## src/logic/brtc_defs.svh

```systemverilog
// brtc_defs.svh: offsets, field positions, reset values and counts of the
// bcd clock with user ram.
// assumes: included by its bare name from the package and design modules.
`ifndef BRTC_DEFS_SVH
`define BRTC_DEFS_SVH
`define BRTC_OFF_SEC    6'h00
`define BRTC_OFF_MIN    6'h01
`define BRTC_OFF_HOUR   6'h02
`define BRTC_OFF_WDAY   6'h03
`define BRTC_OFF_DATE   6'h04
`define BRTC_OFF_MON    6'h05
`define BRTC_OFF_YEAR   6'h06
`define BRTC_OFF_CTRL   6'h07
`define BRTC_RAM_BASE   6'h08
`define BRTC_RAM_DEPTH  56
`define BRTC_BIT_HALT   7
`define BRTC_BIT_H12    6
`define BRTC_BIT_PM     5
`define BRTC_BIT_OUT    7
`define BRTC_BIT_SQUARE_WAVE_ENABLE   4
`define BRTC_MASK_MIN   8'h7f
`define BRTC_MASK_HOUR  8'h7f
`define BRTC_MASK_WDAY  8'h07
`define BRTC_MASK_DATE  8'h3f
`define BRTC_MASK_MON   8'h1f
`define BRTC_MASK_CTRL  8'h93
`define BRTC_BUS_ADDR   7'h68
`define BRTC_XTAL_HZ    32768
`define BRTC_DIV_TOP    15'(`BRTC_XTAL_HZ - 1)
`define BRTC_RST_SEC    8'h80
`define BRTC_RST_ONE    8'h01
`define BRTC_RST_ZERO   8'h00
`define BRTC_PIN_IDLE   4'h3
`endif

```

## src/logic/brtc_pkg.sv

```systemverilog
// brtc_pkg: types shared by the bcd clock core and its user ram.
// assumes: brtc_defs.svh is on the include path.
`include "brtc_defs.svh"
package brtc_pkg;
  typedef enum logic [2:0] {
    ST_IDLE     = 3'b000,
    ST_ADDR     = 3'b001,
    ST_ADDR_ACK = 3'b010,
    ST_RX       = 3'b011,
    ST_RX_ACK   = 3'b100,
    ST_TX       = 3'b101,
    ST_TX_ACK   = 3'b110
  } brtc_state_t;

  typedef struct packed {
    logic       we;
    logic [5:0] addr;
    logic [7:0] wdata;
  } brtc_ram_req_t;

  typedef struct packed {
    logic [7:0] sec;
    logic [7:0] min;
    logic [7:0] hour;
    logic [7:0] wday;
    logic [7:0] date;
    logic [7:0] mon;
    logic [7:0] year;
  } brtc_time_t;
endpackage

```

## src/logic/brtc_ram.sv

```systemverilog
// brtc_ram: the 56 general purpose bytes behind the clock registers.
// assumes: one port, write and read share the address; read data are
// registered and follow the address one clock later.
`timescale 1ns/10ps
`default_nettype none
`include "brtc_defs.svh"
module brtc_ram (
  input  wire logic                    clk,
  input  wire brtc_pkg::brtc_ram_req_t req,
  output var  logic [7:0]              rdata
);
  import brtc_pkg::*;

  logic [7:0] mem [0:`BRTC_RAM_DEPTH-1];

  // --------------------------------------------------------------------
  // storage
  // --------------------------------------------------------------------
  always_ff @(posedge clk) begin
    if (req.we) begin
      mem[req.addr] <= req.wdata;
    end
  end

  always_ff @(posedge clk) begin
    rdata <= mem[req.addr];
  end
endmodule
`default_nettype wire

```

## src/logic/brtc_core.sv

```systemverilog
// brtc_core: bcd clock/calendar with user ram, two-wire serial slave and
// a square wave or fixed level output pin.
// assumes: crystal, two-wire and power-fail inputs are asynchronous pins;
// the two-wire data pin is open drain and resolved outside.
//
// Notes on behaviour
// - clock and control registers sit at locations 00h to 07h.
// - 56 free bytes sit at 08h to 3fh, any value.
// - location pointer rolls from 3fh back to 00h.
// - time and calendar held as packed bcd, tens high, units low.
// - seconds, minutes, date, month, year wrap and carry onward.
// - date wraps at true month end, leap february included.
// - weekday steps 01 to 07 once at midnight.
// - seconds bit 7 set halts the oscillator and counting.
// - hours bit 6 picks 12-hour with half-day flag, else 24-hour.
// - 12-hour mode counts 1-12, bit 5 is pm, flips at 11 to 12.
// - 24-hour mode uses bit 5 as second tens-of-hours bit.
// - control at 07h: out bit 7, enable bit 4, rate 1:0.
// - enable low: pin shows the out bit as a static level.
// - enable high: pin toggles at 1 hz, 4.096 khz, 8.192 khz or 32.768 khz.
// - power fail aborts any transfer and clears the pointer.
// - bus traffic ignored while power fail stays asserted.
// - answer only target address 1101000 plus direction bit.
// - first written byte loads pointer; pointer steps per data byte.
// - read without pointer write starts at the held pointer.
`timescale 1ns/10ps
`default_nettype none
`include "brtc_defs.svh"
module brtc_core (
  input  wire logic clk,
  input  wire logic rst,
  input  wire logic scl_in,
  input  wire logic sda_in,
  output var  logic sda_out,
  output var  logic sda_oe,
  input  wire logic crystal_input,
  input  wire logic power_fail,
  output var  logic wave_output_pin
);
  import brtc_pkg::*;

  // --------------------------------------------------------------------
  // calendar helpers
  // --------------------------------------------------------------------
  // bcd step: wraps hi to lo with carry in bit 8
  function automatic logic [8:0] bcd_step(input logic [7:0] v,
                                          input logic [7:0] lo,
                                          input logic [7:0] hi);
    if (v == hi) begin
      return {1'b1, lo};
    end
    if (v[3:0] == 4'h9) begin
      return {1'b0, v[7:4] + 4'h1, 4'h0};
    end
    return {1'b0, v + 8'h01};
  endfunction

  // last date of a bcd month; year counts 00-99, every fourth is leap
  function automatic logic [7:0] last_day(input logic [7:0] m,
                                          input logic [7:0] y);
    logic leap;
    leap = y[4] ? (y[3:0] == 4'h2 || y[3:0] == 4'h6)
                : (y[3:0] == 4'h0 || y[3:0] == 4'h4 || y[3:0] == 4'h8);
    if (m == 8'h02) begin
      return leap ? 8'h29 : 8'h28;
    end
    if (m == 8'h04 || m == 8'h06 || m == 8'h09 || m == 8'h11) begin
      return 8'h30;
    end
    return 8'h31;
  endfunction

  // --------------------------------------------------------------------
  // pin synchronisers
  // --------------------------------------------------------------------
  // bit 0 clock line, 1 data line, 2 crystal, 3 power fail
  logic [3:0]    pin_s1;
  logic [3:0]    pin_s2;
  logic [3:0]    pin_s3;
  logic [3:0]    pin_lvl;
  logic [3:0]    pin_prev;
  logic          scl_rise;
  logic          scl_fall;
  logic          bus_start;
  logic          bus_stop;
  logic          xtal_rise;
  logic          pf;

  always_ff @(posedge clk) begin
    if (rst) begin
      pin_s1 <= `BRTC_PIN_IDLE;
      pin_s2 <= `BRTC_PIN_IDLE;
      pin_s3 <= `BRTC_PIN_IDLE;
    end else begin
      pin_s1 <= {power_fail, crystal_input, sda_in, scl_in};
      pin_s2 <= pin_s1;
      pin_s3 <= pin_s2;
    end
  end

  // a level moves only once the last two stages agree
  always_ff @(posedge clk) begin
    if (rst) begin
      pin_lvl  <= `BRTC_PIN_IDLE;
      pin_prev <= `BRTC_PIN_IDLE;
    end else begin
      pin_lvl  <= (pin_s2 & pin_s3) | (pin_lvl & (pin_s2 ^ pin_s3));
      pin_prev <= pin_lvl;
    end
  end

  assign scl_rise  = pin_lvl[0] & ~pin_prev[0];
  assign scl_fall  = ~pin_lvl[0] & pin_prev[0];
  assign bus_start = pin_lvl[0] & pin_prev[0] & pin_prev[1] & ~pin_lvl[1];
  assign bus_stop  = pin_lvl[0] & pin_prev[0] & ~pin_prev[1] & pin_lvl[1];
  assign xtal_rise = pin_lvl[2] & ~pin_prev[2];
  assign pf        = pin_lvl[3];

  // --------------------------------------------------------------------
  // registers and read path
  // --------------------------------------------------------------------
  brtc_time_t    tm;
  brtc_time_t    next_tm;
  brtc_time_t    snap;
  logic [7:0]    ctrl;
  logic          halt;
  logic          host_we;
  logic [5:0]    host_addr;
  logic [7:0]    host_wdata;
  logic          time_wr;
  logic [5:0]    ptr;
  logic [7:0]    rd_byte;
  logic [7:0]    ram_rdata;
  brtc_ram_req_t ram_req;

  assign halt    = tm.sec[`BRTC_BIT_HALT];
  assign time_wr = host_we && (host_addr < `BRTC_OFF_CTRL);

  // ram index is location minus base; the write address wins the port
  assign ram_req.we    = host_we && (host_addr >= `BRTC_RAM_BASE);
  assign ram_req.addr  = host_we ? host_addr - `BRTC_RAM_BASE
                                 : ptr - `BRTC_RAM_BASE;
  assign ram_req.wdata = host_wdata;

  brtc_ram u_ram (
    .clk   (clk),
    .req   (ram_req),
    .rdata (ram_rdata)
  );

  // time fields come from the snapshot so a burst never tears
  always_comb begin
    unique case (ptr)
      `BRTC_OFF_SEC:  rd_byte = snap.sec;
      `BRTC_OFF_MIN:  rd_byte = snap.min;
      `BRTC_OFF_HOUR: rd_byte = snap.hour;
      `BRTC_OFF_WDAY: rd_byte = snap.wday;
      `BRTC_OFF_DATE: rd_byte = snap.date;
      `BRTC_OFF_MON:  rd_byte = snap.mon;
      `BRTC_OFF_YEAR: rd_byte = snap.year;
      `BRTC_OFF_CTRL: rd_byte = ctrl;
      default:        rd_byte = ram_rdata;
    endcase
  end

  // --------------------------------------------------------------------
  // two-wire slave
  // --------------------------------------------------------------------
  brtc_state_t   state;
  logic [3:0]    cnt;
  logic [7:0]    shift;
  logic [7:0]    tx_shift;
  logic          rw;
  logic          first;
  logic          nack;

  always_ff @(posedge clk) begin
    host_we <= 1'b0;
    if (rst) begin
      state      <= ST_IDLE;
      ptr        <= 6'h00;
      cnt        <= 4'h0;
      shift      <= 8'h00;
      tx_shift   <= 8'h00;
      rw         <= 1'b0;
      first      <= 1'b0;
      nack       <= 1'b0;
      sda_oe     <= 1'b0;
      sda_out    <= 1'b0;
      host_addr  <= 6'h00;
      host_wdata <= 8'h00;
      snap       <= '0;
    end else if (pf) begin
      state  <= ST_IDLE;
      ptr    <= 6'h00;
      sda_oe <= 1'b0;
    end else if (bus_start) begin
      // a repeated start also lands here and takes a fresh snapshot
      state  <= ST_ADDR;
      cnt    <= 4'h0;
      sda_oe <= 1'b0;
      snap   <= tm;
    end else if (bus_stop) begin
      state  <= ST_IDLE;
      sda_oe <= 1'b0;
    end else if (scl_rise) begin
      unique case (state)
        ST_ADDR, ST_RX: begin
          shift <= {shift[6:0], pin_lvl[1]};
          cnt   <= cnt + 4'h1;
        end
        ST_TX_ACK: begin
          nack <= pin_lvl[1];
        end
        default: begin
        end
      endcase
    end else if (scl_fall) begin
      unique case (state)
        ST_ADDR: begin
          if (cnt == 4'h8) begin
            if (shift[7:1] == `BRTC_BUS_ADDR) begin
              state  <= ST_ADDR_ACK;
              rw     <= shift[0];
              sda_oe <= 1'b1;
            end else begin
              state <= ST_IDLE;
            end
          end
        end
        ST_ADDR_ACK: begin
          if (rw) begin
            tx_shift <= {rd_byte[6:0], 1'b0};
            sda_oe   <= ~rd_byte[7];
            ptr      <= ptr + 6'h01;
            cnt      <= 4'h1;
            state    <= ST_TX;
          end else begin
            sda_oe <= 1'b0;
            first  <= 1'b1;
            cnt    <= 4'h0;
            state  <= ST_RX;
          end
        end
        ST_RX: begin
          if (cnt == 4'h8) begin
            if (first) begin
              ptr <= shift[5:0];
            end else begin
              host_we    <= 1'b1;
              host_addr  <= ptr;
              host_wdata <= shift;
              ptr        <= ptr + 6'h01;
            end
            sda_oe <= 1'b1;
            state  <= ST_RX_ACK;
          end
        end
        ST_RX_ACK: begin
          sda_oe <= 1'b0;
          first  <= 1'b0;
          cnt    <= 4'h0;
          state  <= ST_RX;
        end
        ST_TX: begin
          if (cnt == 4'h8) begin
            sda_oe <= 1'b0;
            state  <= ST_TX_ACK;
          end else begin
            sda_oe   <= ~tx_shift[7];
            tx_shift <= {tx_shift[6:0], 1'b0};
            cnt      <= cnt + 4'h1;
          end
        end
        ST_TX_ACK: begin
          if (nack) begin
            state <= ST_IDLE;
          end else begin
            tx_shift <= {rd_byte[6:0], 1'b0};
            sda_oe   <= ~rd_byte[7];
            ptr      <= ptr + 6'h01;
            cnt      <= 4'h1;
            state    <= ST_TX;
          end
        end
        ST_IDLE: begin
        end
        default: begin
          state  <= ST_IDLE;
          sda_oe <= 1'b0;
        end
      endcase
    end
  end

  // --------------------------------------------------------------------
  // timebase
  // --------------------------------------------------------------------
  logic [14:0]   div;
  logic          tick;

  // a halted oscillator gives no edges, so the divider freezes too
  assign tick = xtal_rise && !halt && !time_wr
                && (div == `BRTC_DIV_TOP);

  always_ff @(posedge clk) begin
    if (rst) begin
      div <= 15'h0000;
    end else if (time_wr) begin
      div <= 15'h0000;
    end else if (xtal_rise && !halt) begin
      div <= div + 15'h0001;
    end
  end

  // --------------------------------------------------------------------
  // calendar cascade
  // --------------------------------------------------------------------
  logic [8:0]    step_sec;
  logic [8:0]    step_min;
  logic [8:0]    step_h24;
  logic [8:0]    step_h12;
  logic [8:0]    step_wday;
  logic [8:0]    step_date;
  logic [8:0]    step_mon;
  logic [8:0]    step_year;
  logic          c_min;
  logic          c_hour;
  logic          c_day;
  logic          c_mon;
  logic          c_year;
  logic          pm;

  assign pm        = tm.hour[`BRTC_BIT_PM];
  assign step_sec  = bcd_step({1'b0, tm.sec[6:0]}, 8'h00, 8'h59);
  assign step_min  = bcd_step(tm.min, 8'h00, 8'h59);
  assign step_h24  = bcd_step({2'b00, tm.hour[5:0]}, 8'h00, 8'h23);
  assign step_h12  = bcd_step({3'b000, tm.hour[4:0]}, 8'h01, 8'h12);
  assign step_wday = bcd_step(tm.wday, 8'h01, 8'h07);
  assign step_date = bcd_step(tm.date, 8'h01,
                              last_day(tm.mon, tm.year));
  assign step_mon  = bcd_step(tm.mon, 8'h01, 8'h12);
  assign step_year = bcd_step(tm.year, 8'h00, 8'h99);

  always_comb begin
    next_tm = tm;
    c_min   = tick && step_sec[8];
    c_hour  = c_min && step_min[8];
    c_day   = 1'b0;
    if (tick) begin
      next_tm.sec = {tm.sec[7], step_sec[6:0]};
    end
    if (c_min) begin
      next_tm.min = step_min[7:0];
    end
    if (c_hour) begin
      if (tm.hour[`BRTC_BIT_H12]) begin
        if (tm.hour[4:0] == 5'h11) begin
          next_tm.hour = {2'b01, ~pm, 5'h12};
          c_day        = pm;
        end else begin
          next_tm.hour = {2'b01, pm, step_h12[4:0]};
        end
      end else begin
        next_tm.hour = {2'b00, step_h24[5:0]};
        c_day        = step_h24[8];
      end
    end
    c_mon  = c_day && step_date[8];
    c_year = c_mon && step_mon[8];
    if (c_day) begin
      next_tm.wday = step_wday[7:0];
      next_tm.date = step_date[7:0];
    end
    if (c_mon) begin
      next_tm.mon = step_mon[7:0];
    end
    if (c_year) begin
      next_tm.year = step_year[7:0];
    end
  end

  // host writes land whole; reserved bits are dropped on the way in
  always_ff @(posedge clk) begin
    if (rst) begin
      tm.sec  <= `BRTC_RST_SEC;
      tm.min  <= `BRTC_RST_ZERO;
      tm.hour <= `BRTC_RST_ZERO;
      tm.wday <= `BRTC_RST_ONE;
      tm.date <= `BRTC_RST_ONE;
      tm.mon  <= `BRTC_RST_ONE;
      tm.year <= `BRTC_RST_ZERO;
    end else if (time_wr) begin
      case (host_addr)
        `BRTC_OFF_SEC:  tm.sec  <= host_wdata;
        `BRTC_OFF_MIN:  tm.min  <= host_wdata & `BRTC_MASK_MIN;
        `BRTC_OFF_HOUR: tm.hour <= host_wdata & `BRTC_MASK_HOUR;
        `BRTC_OFF_WDAY: tm.wday <= host_wdata & `BRTC_MASK_WDAY;
        `BRTC_OFF_DATE: tm.date <= host_wdata & `BRTC_MASK_DATE;
        `BRTC_OFF_MON:  tm.mon  <= host_wdata & `BRTC_MASK_MON;
        default:        tm.year <= host_wdata;
      endcase
    end else begin
      tm <= next_tm;
    end
  end

  // --------------------------------------------------------------------
  // control register and output pin
  // --------------------------------------------------------------------
  logic          wave;

  always_ff @(posedge clk) begin
    if (rst) begin
      ctrl <= `BRTC_RST_ZERO;
    end else if (host_we && host_addr == `BRTC_OFF_CTRL) begin
      ctrl <= host_wdata & `BRTC_MASK_CTRL;
    end
  end

  // divider bit k runs at 32768 / 2^(k+1) hz
  always_comb begin
    unique case (ctrl[1:0])
      2'b00:   wave = div[14];
      2'b01:   wave = div[2];
      2'b10:   wave = div[1];
      // a halted oscillator has no edges to pass on, so the pin stays low
      default: wave = pin_lvl[2] & ~halt;
    endcase
  end

  always_ff @(posedge clk) begin
    if (rst) begin
      wave_output_pin <= 1'b0;
    end else if (ctrl[`BRTC_BIT_SQUARE_WAVE_ENABLE]) begin
      wave_output_pin <= wave;
    end else begin
      wave_output_pin <= ctrl[`BRTC_BIT_OUT];
    end
  end
endmodule
`default_nettype wire

```

## config.mk

```make
export PLATFORM = sky130hd
export DESIGN_NAME = brtc_core
export DESIGN_NICKNAME = d
export VERILOG_FILES = /design/src/logic/brtc_pkg.sv /design/src/logic/brtc_ram.sv /design/src/logic/brtc_core.sv
export VERILOG_INCLUDE_DIRS = /design/src /design/src/logic
export SDC_FILE = /design/constraint.sdc
export NUM_CORES = 1
export LEC_CHECK = 0
export ABC_AREA = 0
export ABC_CLOCK_PERIOD_IN_PS = 3000
export CORE_MARGIN = 1
export CORE_UTILIZATION = 30
export CTS_CLUSTER_DIAMETER = 150
export DETAILED_ROUTE_END_ITERATION = 10
export DONT_BUFFER_PORTS = 1
export PLACE_DENSITY_LB_ADDON = 0.15
export SETUP_SLACK_MARGIN = 0.15
export SLEW_MARGIN = 0
export SYNTH_ARGS = -nofsm -noshare
export SYNTH_HDL_FRONTEND = slang
export SYNTH_SLANG_ARGS = --single-unit
export TNS_END_PERCENT = 10
```

## constraint.sdc

```tcl
create_clock -name clk -period 3 [get_ports clk]
set_clock_uncertainty 0.15 [all_clocks]
set_input_delay 0 -clock clk [delete_from_list [all_inputs] [get_ports clk]]
set_output_delay 0 -clock clk [all_outputs]
set_load 0.01 [all_outputs]
```

==> Yosys cells after proc, flatten, opt, wreduce, memory -nomap -nowiden <==
Memory sizes are Yosys's and may differ from the RTL's. A register that Yosys moved wholly into a read port is not among the register bits.
Index checks and enable logic that the tools add are counted.
{ "totals": {"regBits": 199, "mem_bits_rw": 448, "inputBits": 6, "out_inout_bits": 3, "elab_cells": 356, "memories": 1} }
{ "mem_list": {"columns": ["name", "depth", "width", "read_ports", "rd_clocked_by_memory_dff", "wr", "line", "text"], "rows": [
  ["u_ram.mem", 56, 8, 1, 1, 1, "brtc_ram.sv:14", "logic [7:0] mem [0:`BRTC_RAM_DEPTH-1];"]
]} }
{ "classes": {"add_sub_neg": 21, "n_lt_le_gt_ge": 2, "eq_ne": 74, "mux": 128, "n_bitwise": 31, "n_reduce_logical": 62} }
{ "op_table": {"columns": ["cell", "count"], "rows": [
  ["8-bit 2-to-1 mux", 27],
  ["9-bit 2-to-1 mux", 20],
  ["8-bit one-hot mux with 8 select lines", 1],
  ["56-bit 2-to-1 mux", 1],
  ["1-bit 2-to-1 mux", 47],
  ["6-bit by 3-bit == test with 1-bit output, second input constant", 7],
  ["8-bit by 1-bit adder with 8-bit output, second input constant", 5],
  ["4-bit == test, second input constant", 9],
  ["6-bit 2-to-1 mux", 6],
  ["4-bit 2-to-1 mux", 7],
  ["4-bit by 1-bit adder with 4-bit output, second input constant", 6],
  ["6-bit by 2-bit == test with 1-bit output, second input constant", 4],
  ["8-bit by 3-bit == test with 1-bit output, second input constant", 3],
  ["8-bit one-hot mux with 3 select lines", 1],
  ["8-bit AND reduction", 3],
  ["3-bit one-hot mux with 7 select lines", 1],
  ["7-bit AND reduction", 3],
  ["5-bit 2-to-1 mux", 4],
  ["2-bit != test, second input constant", 10],
  ["4-bit != test, second input constant", 5],
  ["1-bit NOT", 18],
  ["6-bit one-hot mux with 3 select lines", 1],
  ["2-bit AND reduction", 9],
  ["8-bit by 5-bit == test with 1-bit output, second input constant", 2],
  ["61 further kinds", 118]
]} }

==> Depth between registers and ports, before layout <==
Gate-level depths: netlist (run 1).
{ "logic_depth": {"ltp_word": 18, "depth_mapped": 11, "depth_no_buf": 9} }

==> Hierarchy <==
From an unflattened synthesis (run 1), not the netlist that was laid out.
{ "unflattened": {"cells_unflattened": 2320, "hier_area_um2": 28471.1} }
{ "modules_own_cells": {"columns": ["module", "n_inst", "cells_each", "area_each_um2", "seq_area_each_um2"], "rows": [
  ["brtc_ram", 1, 970, 17763.3, 13613.1],
  ["brtc_core", 1, 1350, 10707.8, 3923.8]
]} }

==> Least setup slack after synthesis (run 1) <==
Ideal clock, no wire load.
{ "synth_path": {"path_kind": "register to register", "from": "register ptr[3]", "to": "memory u_ram.mem[48][0] (enable)", "setup_ns": 0.395, "arrival_time_ns": 2.420, "required_time_ns": 2.455, "setup_slack_ns": 0.036, "stages_incl_launch_ff": 8, "n_path_buf": 1, "synth_period_minus_slack_ns": 2.964, "cell_sequence": "dfxtp_1 clkbuf_1 inv_1 ha_1 xnor2_1 o21ai_0 nand4_1 nor4_1"} }
{ "synth_via": {"elab_chain_cells": 2} }
{ "synth_lines": {"columns": ["item", "line", "text"], "rows": [
  ["from (decl)", "brtc_core.sv:131", "logic [5:0] ptr;"],
  ["from (signal assigned)", "brtc_core.sv:235", "ptr <= ptr + 6'h01;"],
  ["from (signal assigned)", "brtc_core.sv:248", "ptr <= shift[5:0];"],
  ["from (signal assigned)", "brtc_core.sv:253", "ptr <= ptr + 6'h01;"],
  ["6-bit by 4-bit subtractor with 6-bit output (no line)", null, null],
  ["6-bit 2-to-1 mux (no line)", null, null],
  ["to (decl)", "brtc_ram.sv:14", null]
]} }
Every way passes these cells.

==> Worst setup path in the final report (run 1) <==
{ "layout_path": {"from": "register host_we", "to": "register u_ram.rdata[2] (read register of u_ram.mem)"} }
{ "layout_via": {"elab_chain_cells": 1} }
{ "layout_lines": {"columns": ["item", "line", "text"], "rows": [
  ["from (decl)", "brtc_core.sv:127", "logic host_we;"],
  ["from (signal assigned)", "brtc_core.sv:178", "host_we <= 1'b0;"],
  ["from (signal assigned)", "brtc_core.sv:250", "host_we <= 1'b1;"],
  ["6-bit 2-to-1 mux (no line)", null, null],
  ["to (decl)", "brtc_ram.sv:10", "output var logic [7:0] rdata"]
]} }
Every way passes these cells.
A chain may end at the register's enable or synchronous reset.

==> results of run 1 <==
-- cell type report --
type,instances,share of cell area
clock buffer,93,0.0581
inverter,41,0.00473
timing repair buffer,270,0.0715
clock inverter,29,0.00884
tap,1165,0.0448
sequential,652,0.539
multi-input combinational,1367,0.273
-- power breakdown --
part	leakage [nW]	internal, mW	switching (mW)	total, mW
clock network	1.05	4.66	3.69	8.35
logic	3.80	0.103	0.158	0.262
registers	5.80	9.52	0.0324	9.55
-- flip-flops by register name, indices dropped and copies added (netlist names), 6 cells and up --
signal and count:
div 15, host_addr 6, host_wdata 8, ptr 6, shift 8, snap 55, tm 53, tx_shift 7
u_ram.mem 448, u_ram.rdata 8
-- kinds of logic after synthesis --
| logic type | count (synthesis) | synth area share |
|---|---|---|
| AOI/OAI and AO/OA | 625 | 0.164 |
| xor gates and xnor gates | 22 | 0.00718 |
| adders and majority gates | 38 | 0.0177 |
| buffers and inverters | 181 | 0.0258 |
| DFF | 652 | 0.653 |
| muxes | 55 | 0.0213 |
| other | 1 | 0.000140 |
| and+or+nand+nor | 626 | 0.111 |
-- per-stage QoR --
stage / power, mW / instance area [um2]
floorplan: 9.90 / 26800
global placement: 9.93 / 29500
detailed placement: 9.93 / 29500
CTS: 18.3 / 32300
global route: 18.7 / 32500
finish: 18.2 / 32500
-- worst register-to-register path, cell delays in order (launching register included) --
cell and delay [ns]:
dfxtp_2 0.41, mux2_2 0.37, nand2_1 0.20, nor2_4 0.09, buf_4 0.23, buf_4 0.20
a22oi_1 0.25, a41oi_2 0.24, nor4_4 0.43, nand2_1 0.18
-- cell usage after synthesis, types with 18 or more instances --
cell type	number
edfxtp_1	448
mux2i_1	48
a22oi_1	232
inv_1	41
o21ai_0	62
nand2_1	220
nor3_1	33
a21oi_1	137
nor2_1	165
ha_1	38
a41oi_1	57
nor2b_1	33
dfxtp_1	204
or2_2	18
clkbuf_1	122
nand3_1	38
-- routing by layer --
layer  wire [um]  up-vias  GRT usage  share of wire
met4        1930        0     0.0516          0.023
met3        3620      109     0.0216          0.043
met1       37400     9778      0.250           0.45
met2       41000      485      0.310           0.49
li1            -     8823          -              -
met5           0        -          0              0
-- what timing repair did --
item,4_1_cts,5_1_grt
hold buffers,58,2
gates resized for setup,13,24
setup buffers,0,7
endpoints found under the hold margin,196,161
endpoints found under the setup margin,52,120
pin swaps,2,8
-- worst min path at each step --
stage	from	end	slack, ns	cells past startpoint
after floorplan	scl_in	pin_s1[0]$_SDFF_PP1_	-0.05	1
after global routing	rst	cnt[1]$_SDFFE_PP0P_	0.05	3
after global placement	rst	tm[12]$_SDFFE_PP0P_	-0.06	1
final	rst	cnt[1]$_SDFFE_PP0P_	0.05	3
after detailed placement	rst	tm[12]$_SDFFE_PP0P_	-0.06	1
after CTS	rst	tm[51]$_SDFFE_PP0P_	-0.73	1
==> flow_summary.toml, run 1 <==
[cts]
root_buffer = "clkbuf_16"
cts.sinks = 652
cts_tree = "done"
clk_latency_ns = 0.63
cts_buffer_depth = 3
htree_num_levels = 3
cts-buffers-inserted = 71
clkSlewWorstSetupHoldPaths_ns = 0.06

[setup_path]
crit_start = "host_we$_SDFF_PP0_"
cpLargestDelayFamily = "simple AND/OR/NAND/NOR gates"
crit_cells = 9
end_kind = "flop"
path_cells = "mux2_2 > nand2_1 > nor2_4 > buf_4 > buf_4 > a22oi_1 > a41oi_2 > nor4_4 > nand2_1"
worstPathRequired_ns = 3.32
critical_path_arrival_ns = 3.20
critical_path.startpoint_type = "flop"
r2r_start = "host_we$_SDFF_PP0_"
cp_max_fo = 16
cpMaxStageDelayCell = "nor4_4"
reg2reg_slack_ns = 0.12
crit_buf_inv = 2
crit_path_max_incr_delay_ns = 0.42
endpoint = "u_ram.rdata[2]$_DFF_P_"
regToRegEndpoint = "u_ram.rdata[2]$_DFF_P_"
rr_worst_depth = 9
critPathKind = "reg2reg"

[synth]
synth-seq-cells = 652
syn_inst = 2200
synth-edff-count = 448
synth_top_area_frac = 0.501
syn_nets = 2244
synth_top_area_cell = "edfxtp_1"
synth_area_per_cell_um2 = 12.2
synthArstFlopShare = 0
synth_area_leaders = "edfxtp_1, dfxtp_1, a22oi_1"
ys_seq_area_frac = 0.653
syn_area_um2 = 26800
ys_warn_count = 0
synth.distinct_cells = 79
synth_ff_type = "edfxtp_1"

[global_routing]
overflow = 0
grt_pass1_wl_um = 126000
antenna_found_initial = 0
first_global_vias = 19277
grt_usage = 0.185
grt_max_degree = 177

[hold_path]
hold_path.class = "in2reg"

[sta]
hold_viol_final = 0
worst-slew-pin-transition_ns = 1.13
holdWs_ns = 0.0508
slew_headroom = 0.246
finalSetupViolCount = 0
fmax_mhz = 348
timing.final.crit_share = 0.958
setup_tns_ns = 0
rsz0062_at_grt = "true"
finalMaxSlewViolations = 0
fin_ws_ns = 0.125
period_needed_ns = 2.88

[routing]
detail-route-antenna-nets = 0
drt-wirelength-per-cell_um = 23.2
drtPass1Iterations = 8
vias = 19195
drc = 3
totalWireLength_um = 84000
via_per_inst = 5.31
drt_iter0_drc = 1560

[final_layout]
final_layout_size_suffix_gt1_frac = 0.159
fin_util = 0.368
multi_input_area_um2 = 8870
final-seq-area_um2 = 17600
antenna_cells = 0
final_common_cell = "edfxtp_1"
nets = 2447
stdcell_count = 3617
final_cell_mix = "edfxtp_1, a22oi_1, nand2_1"
final.fill_count = 8556
area_delta_synth_final_pct = 21.2

[placed_design]
dpl.hpwl_um = 53900
post-place-ws_ns = -0.335
place_inst = 3428
io_buffers = 0
gp_congestion = 0.813

[run_status]
outcome = "finished, violations left"
violations = "DRC"

[die]
rows = 109
fp.dieW_um = 301
initial_core_util = 0.303
die_y_um = 301
core_um2 = 88500
die_area_um2 = 90700
io_pins = 9

[power]
p_per_area_nw_per_um2 = 558
peakVddDrop_uv = 357
p_leak_nw = 10.6

[run]
cap_viol_max_count = 0
Power figures use the tool's default switching activity.
==> inputs of run 2 (changes only) <==
--- a/config.mk
+++ b/config.mk
@@ -8,6 +8,7 @@
 export LEC_CHECK = 0
 export ABC_AREA = 0
 export ABC_CLOCK_PERIOD_IN_PS = 3000
+export CORE_ASPECT_RATIO = 1.75
 export CORE_MARGIN = 1
 export CORE_UTILIZATION = 30
 export CTS_CLUSTER_DIAMETER = 150
==> run 2 against run 1 <==
The run now ends clean; hold slack better by 0.13 ns; die area about the same; wire length up 6.8%; clock power up 1%; non-clock buffer count up 11; combinational power up 2%; first-iteration DRC count down 17%; sequential share of layout area down 0.14 points; cell area up 0.28%; highest routed layer unchanged.
==> flow_summary.toml, run 2 (same netlist as run 1, synthesis figures left out) <==
[setup_path]
regToRegEndpoint = "u_ram.rdata[0]$_DFF_P_"
crit_buf_inv = 5
cpLargestDelayFamily = "buffers and inverters"
critical_path_arrival_ns = 3.35
critical_path.startpoint_type = "flop"
rr_worst_depth = 11
cp_max_fo = 12
worstPathRequired_ns = 3.41
critPathKind = "reg2reg"
end_kind = "flop"
path_cells = "buf_4 > mux2i_4 > buf_4 > nor2_4 > buf_12 > buf_4 > a22oi_2 > a41oi_2 > buf_4 > nor4_4 > nand2_1"
reg2reg_slack_ns = 0.06
cpMaxStageDelayCell = "nor4_4"
crit_path_max_incr_delay_ns = 0.45
r2r_start = "host_we$_SDFF_PP0_"
cpMostUsedCell = "buf_4"

[global_routing]
first_global_vias = 19767
grt_usage = 0.195
grt_max_degree = 170
use_met3 = 0.0218
antenna_found_initial = 0
top_usage_layer = "met2"
grt_pass1_wl_um = 132000
grt.met2_usage = 0.396
grt_use_met1 = 0.193
overflow = 0

[placed_design]
place_inst = 3450
gp_congestion = 0.892
dpl.hpwl_um = 62200
io_buffers = 0

[cts]
cts_buffer_depth = 3
clkSlewWorstSetupHoldPaths_ns = 0.07
htree_num_levels = 2
clk_latency_ns = 0.68
root_buffer = "clkbuf_16"
cts.sinks = 652
cts-buffers-inserted = 61
cts_tree = "done"

[final_layout]
area_delta_synth_final_pct = 21.5
stdcell_count = 3624
final_layout_size_suffix_gt1_frac = 0.173
final.fill_count = 8668
final_cell_mix = "edfxtp_1, a22oi_1, nand2_1, buf_4, dfxtp_1"
largest_reg_flops = 448
multi_input_area_um2 = 8870
final_common_cell = "edfxtp_1"
reg_top3 = "u_ram.mem: 448 flops, snap: 55 flops, tm: 53 flops"
final-seq-area_um2 = 17600
largest-register = "u_ram.mem"
antenna_cells = 0
nets = 2448

[routing]
drc = 0
drt_iter0_drc = 1299
detail-route-antenna-nets = 0
via_per_inst = 5.24
vias = 18986
totalWireLength_um = 89700
drtPass1Iterations = 5
drt-wirelength-per-cell_um = 24.8

[power]
p_total_mw = 18.2
peakVddDrop_uv = 420
p_leak_nw = 10.7
p_per_area_nw_per_um2 = 559

[run]
cap_viol_max_count = 0

[die]
die_area_um2 = 90700
io_pins = 9
initial_core_util = 0.304
fp.dieW_um = 228
core_um2 = 88300
die_y_um = 398
rows = 144

[sta]
timing.final.crit_share = 0.980
finalMaxSlewViolations = 0
hold_viol_final = 0
rsz0062_at_grt = "true"
fmax_mhz = 340
slew_headroom = 0.239
period_needed_ns = 2.94
finalSetupViolCount = 0
worst-slew-pin-transition_ns = 1.14

[run_status]
outcome = "finished, final reports clean"

[hold_path]
min_path_cells = 4
hold-path-endpoint = "tm[25]$_SDFFE_PP0P_"
hp-start = "rst"
hold_path.class = "in2reg"
## run 2: cell types whose count changed in the layout (fill, tap and decap cells not counted), moves of 3 or more
cell | before | now
dlygate4sd3_1 | 59 | 49
clkbuf_8 | 3 | 0
clkinv_1 | 12 | 8
buf_4 | 198 | 217
clkinv_2 | 5 | 12
bufinv_16 | 2 | 11
nand2_1 | 220 | 217
nand2_2 | 0 | 3
nor4_2 | 3 | 6
clkbuf_16 | 71 | 61
clkinvlp_4 | 2 | 8
buf_12 | 10 | 13
clkbuf_1 | 19 | 5
## run 2: layout make-up
cell class	instances	area share
sequential	652	0.538
inverter	41	0.00472
timing repair buffer	281	0.0741
multi-input combinational	1367	0.272
clock buffer	66	0.0474
tap	1168	0.0448
clock inverter	49	0.0192
## run 2: how the worst max path moves through the flow
stage / from / endpoint / cells after the start
final: host_we$_SDFF_PP0_ / u_ram.rdata[0]$_DFF_P_ / 11
after global routing: host_addr[3]$_SDFFE_PP0P_ / u_ram.rdata[0]$_DFF_P_ / 11
after CTS: host_we$_SDFF_PP0_ / u_ram.rdata[0]$_DFF_P_ / 11
after detailed placement: host_we$_SDFF_PP0_ / u_ram.rdata[0]$_DFF_P_ / 10
after global placement: host_we$_SDFF_PP0_ / u_ram.rdata[7]$_DFF_P_ / 11
after floorplan: ptr[3]$_SDFFE_PP0P_ / u_ram.mem[48][0]$_DFFE_PP_ / 7
## run 2: metrics by stage
step	hold slack (ns)	setup TNS [ns]	setup slack, ns	utilization	area [um2]
final	0.176	0	0.0590	0.370	32600
after global placement	-0.0632	-2.52	-0.907	0.336	29700
after floorplan	-0.0462	0	0.0358	-	26800
after detailed placement	-0.0631	-1.69	-0.849	0.336	29700
after global routing	0.171	0	0.0255	0.370	32600
after CTS	0.166	0	0.0512	0.368	32500
## run 2: repair_timing
item                                    CTS  global route
endpoints found under the setup margin   85            50
gates cloned                              0             0
pin swaps                                10             8
resized for setup                        25            15
setup buffers                             1             8
endpoints found under the hold margin   196             0
hold buffers                             50             0
## run 2: worst register-to-register path, stage by stage, from the launching register on
cell and delay (ns):
dfxtp_4 0.40, buf_4 0.15, mux2i_4 0.24, buf_4 0.18, nor2_4 0.05, buf_12 0.15
buf_4 0.22, a22oi_2 0.23, a41oi_2 0.26, buf_4 0.24, nor4_4 0.45, nand2_1 0.12
## run 2: power by group
group          total [mW]  switching [mW]  internal [mW]  leakage [nW]
registers            9.54          0.0298           9.51          5.81
clock network        8.44            3.70           4.73          1.04
logic               0.267           0.165          0.102          3.86
## run 2: per-layer routing
layer  part of all wire  wire (um)  vias to the layer above
met5                  0          0                        -
met2               0.57      51200                      357
met1               0.35      31800                     9646
met3              0.028       2500                      167
met4              0.047       4230                        0
li1                   -          -                     8816
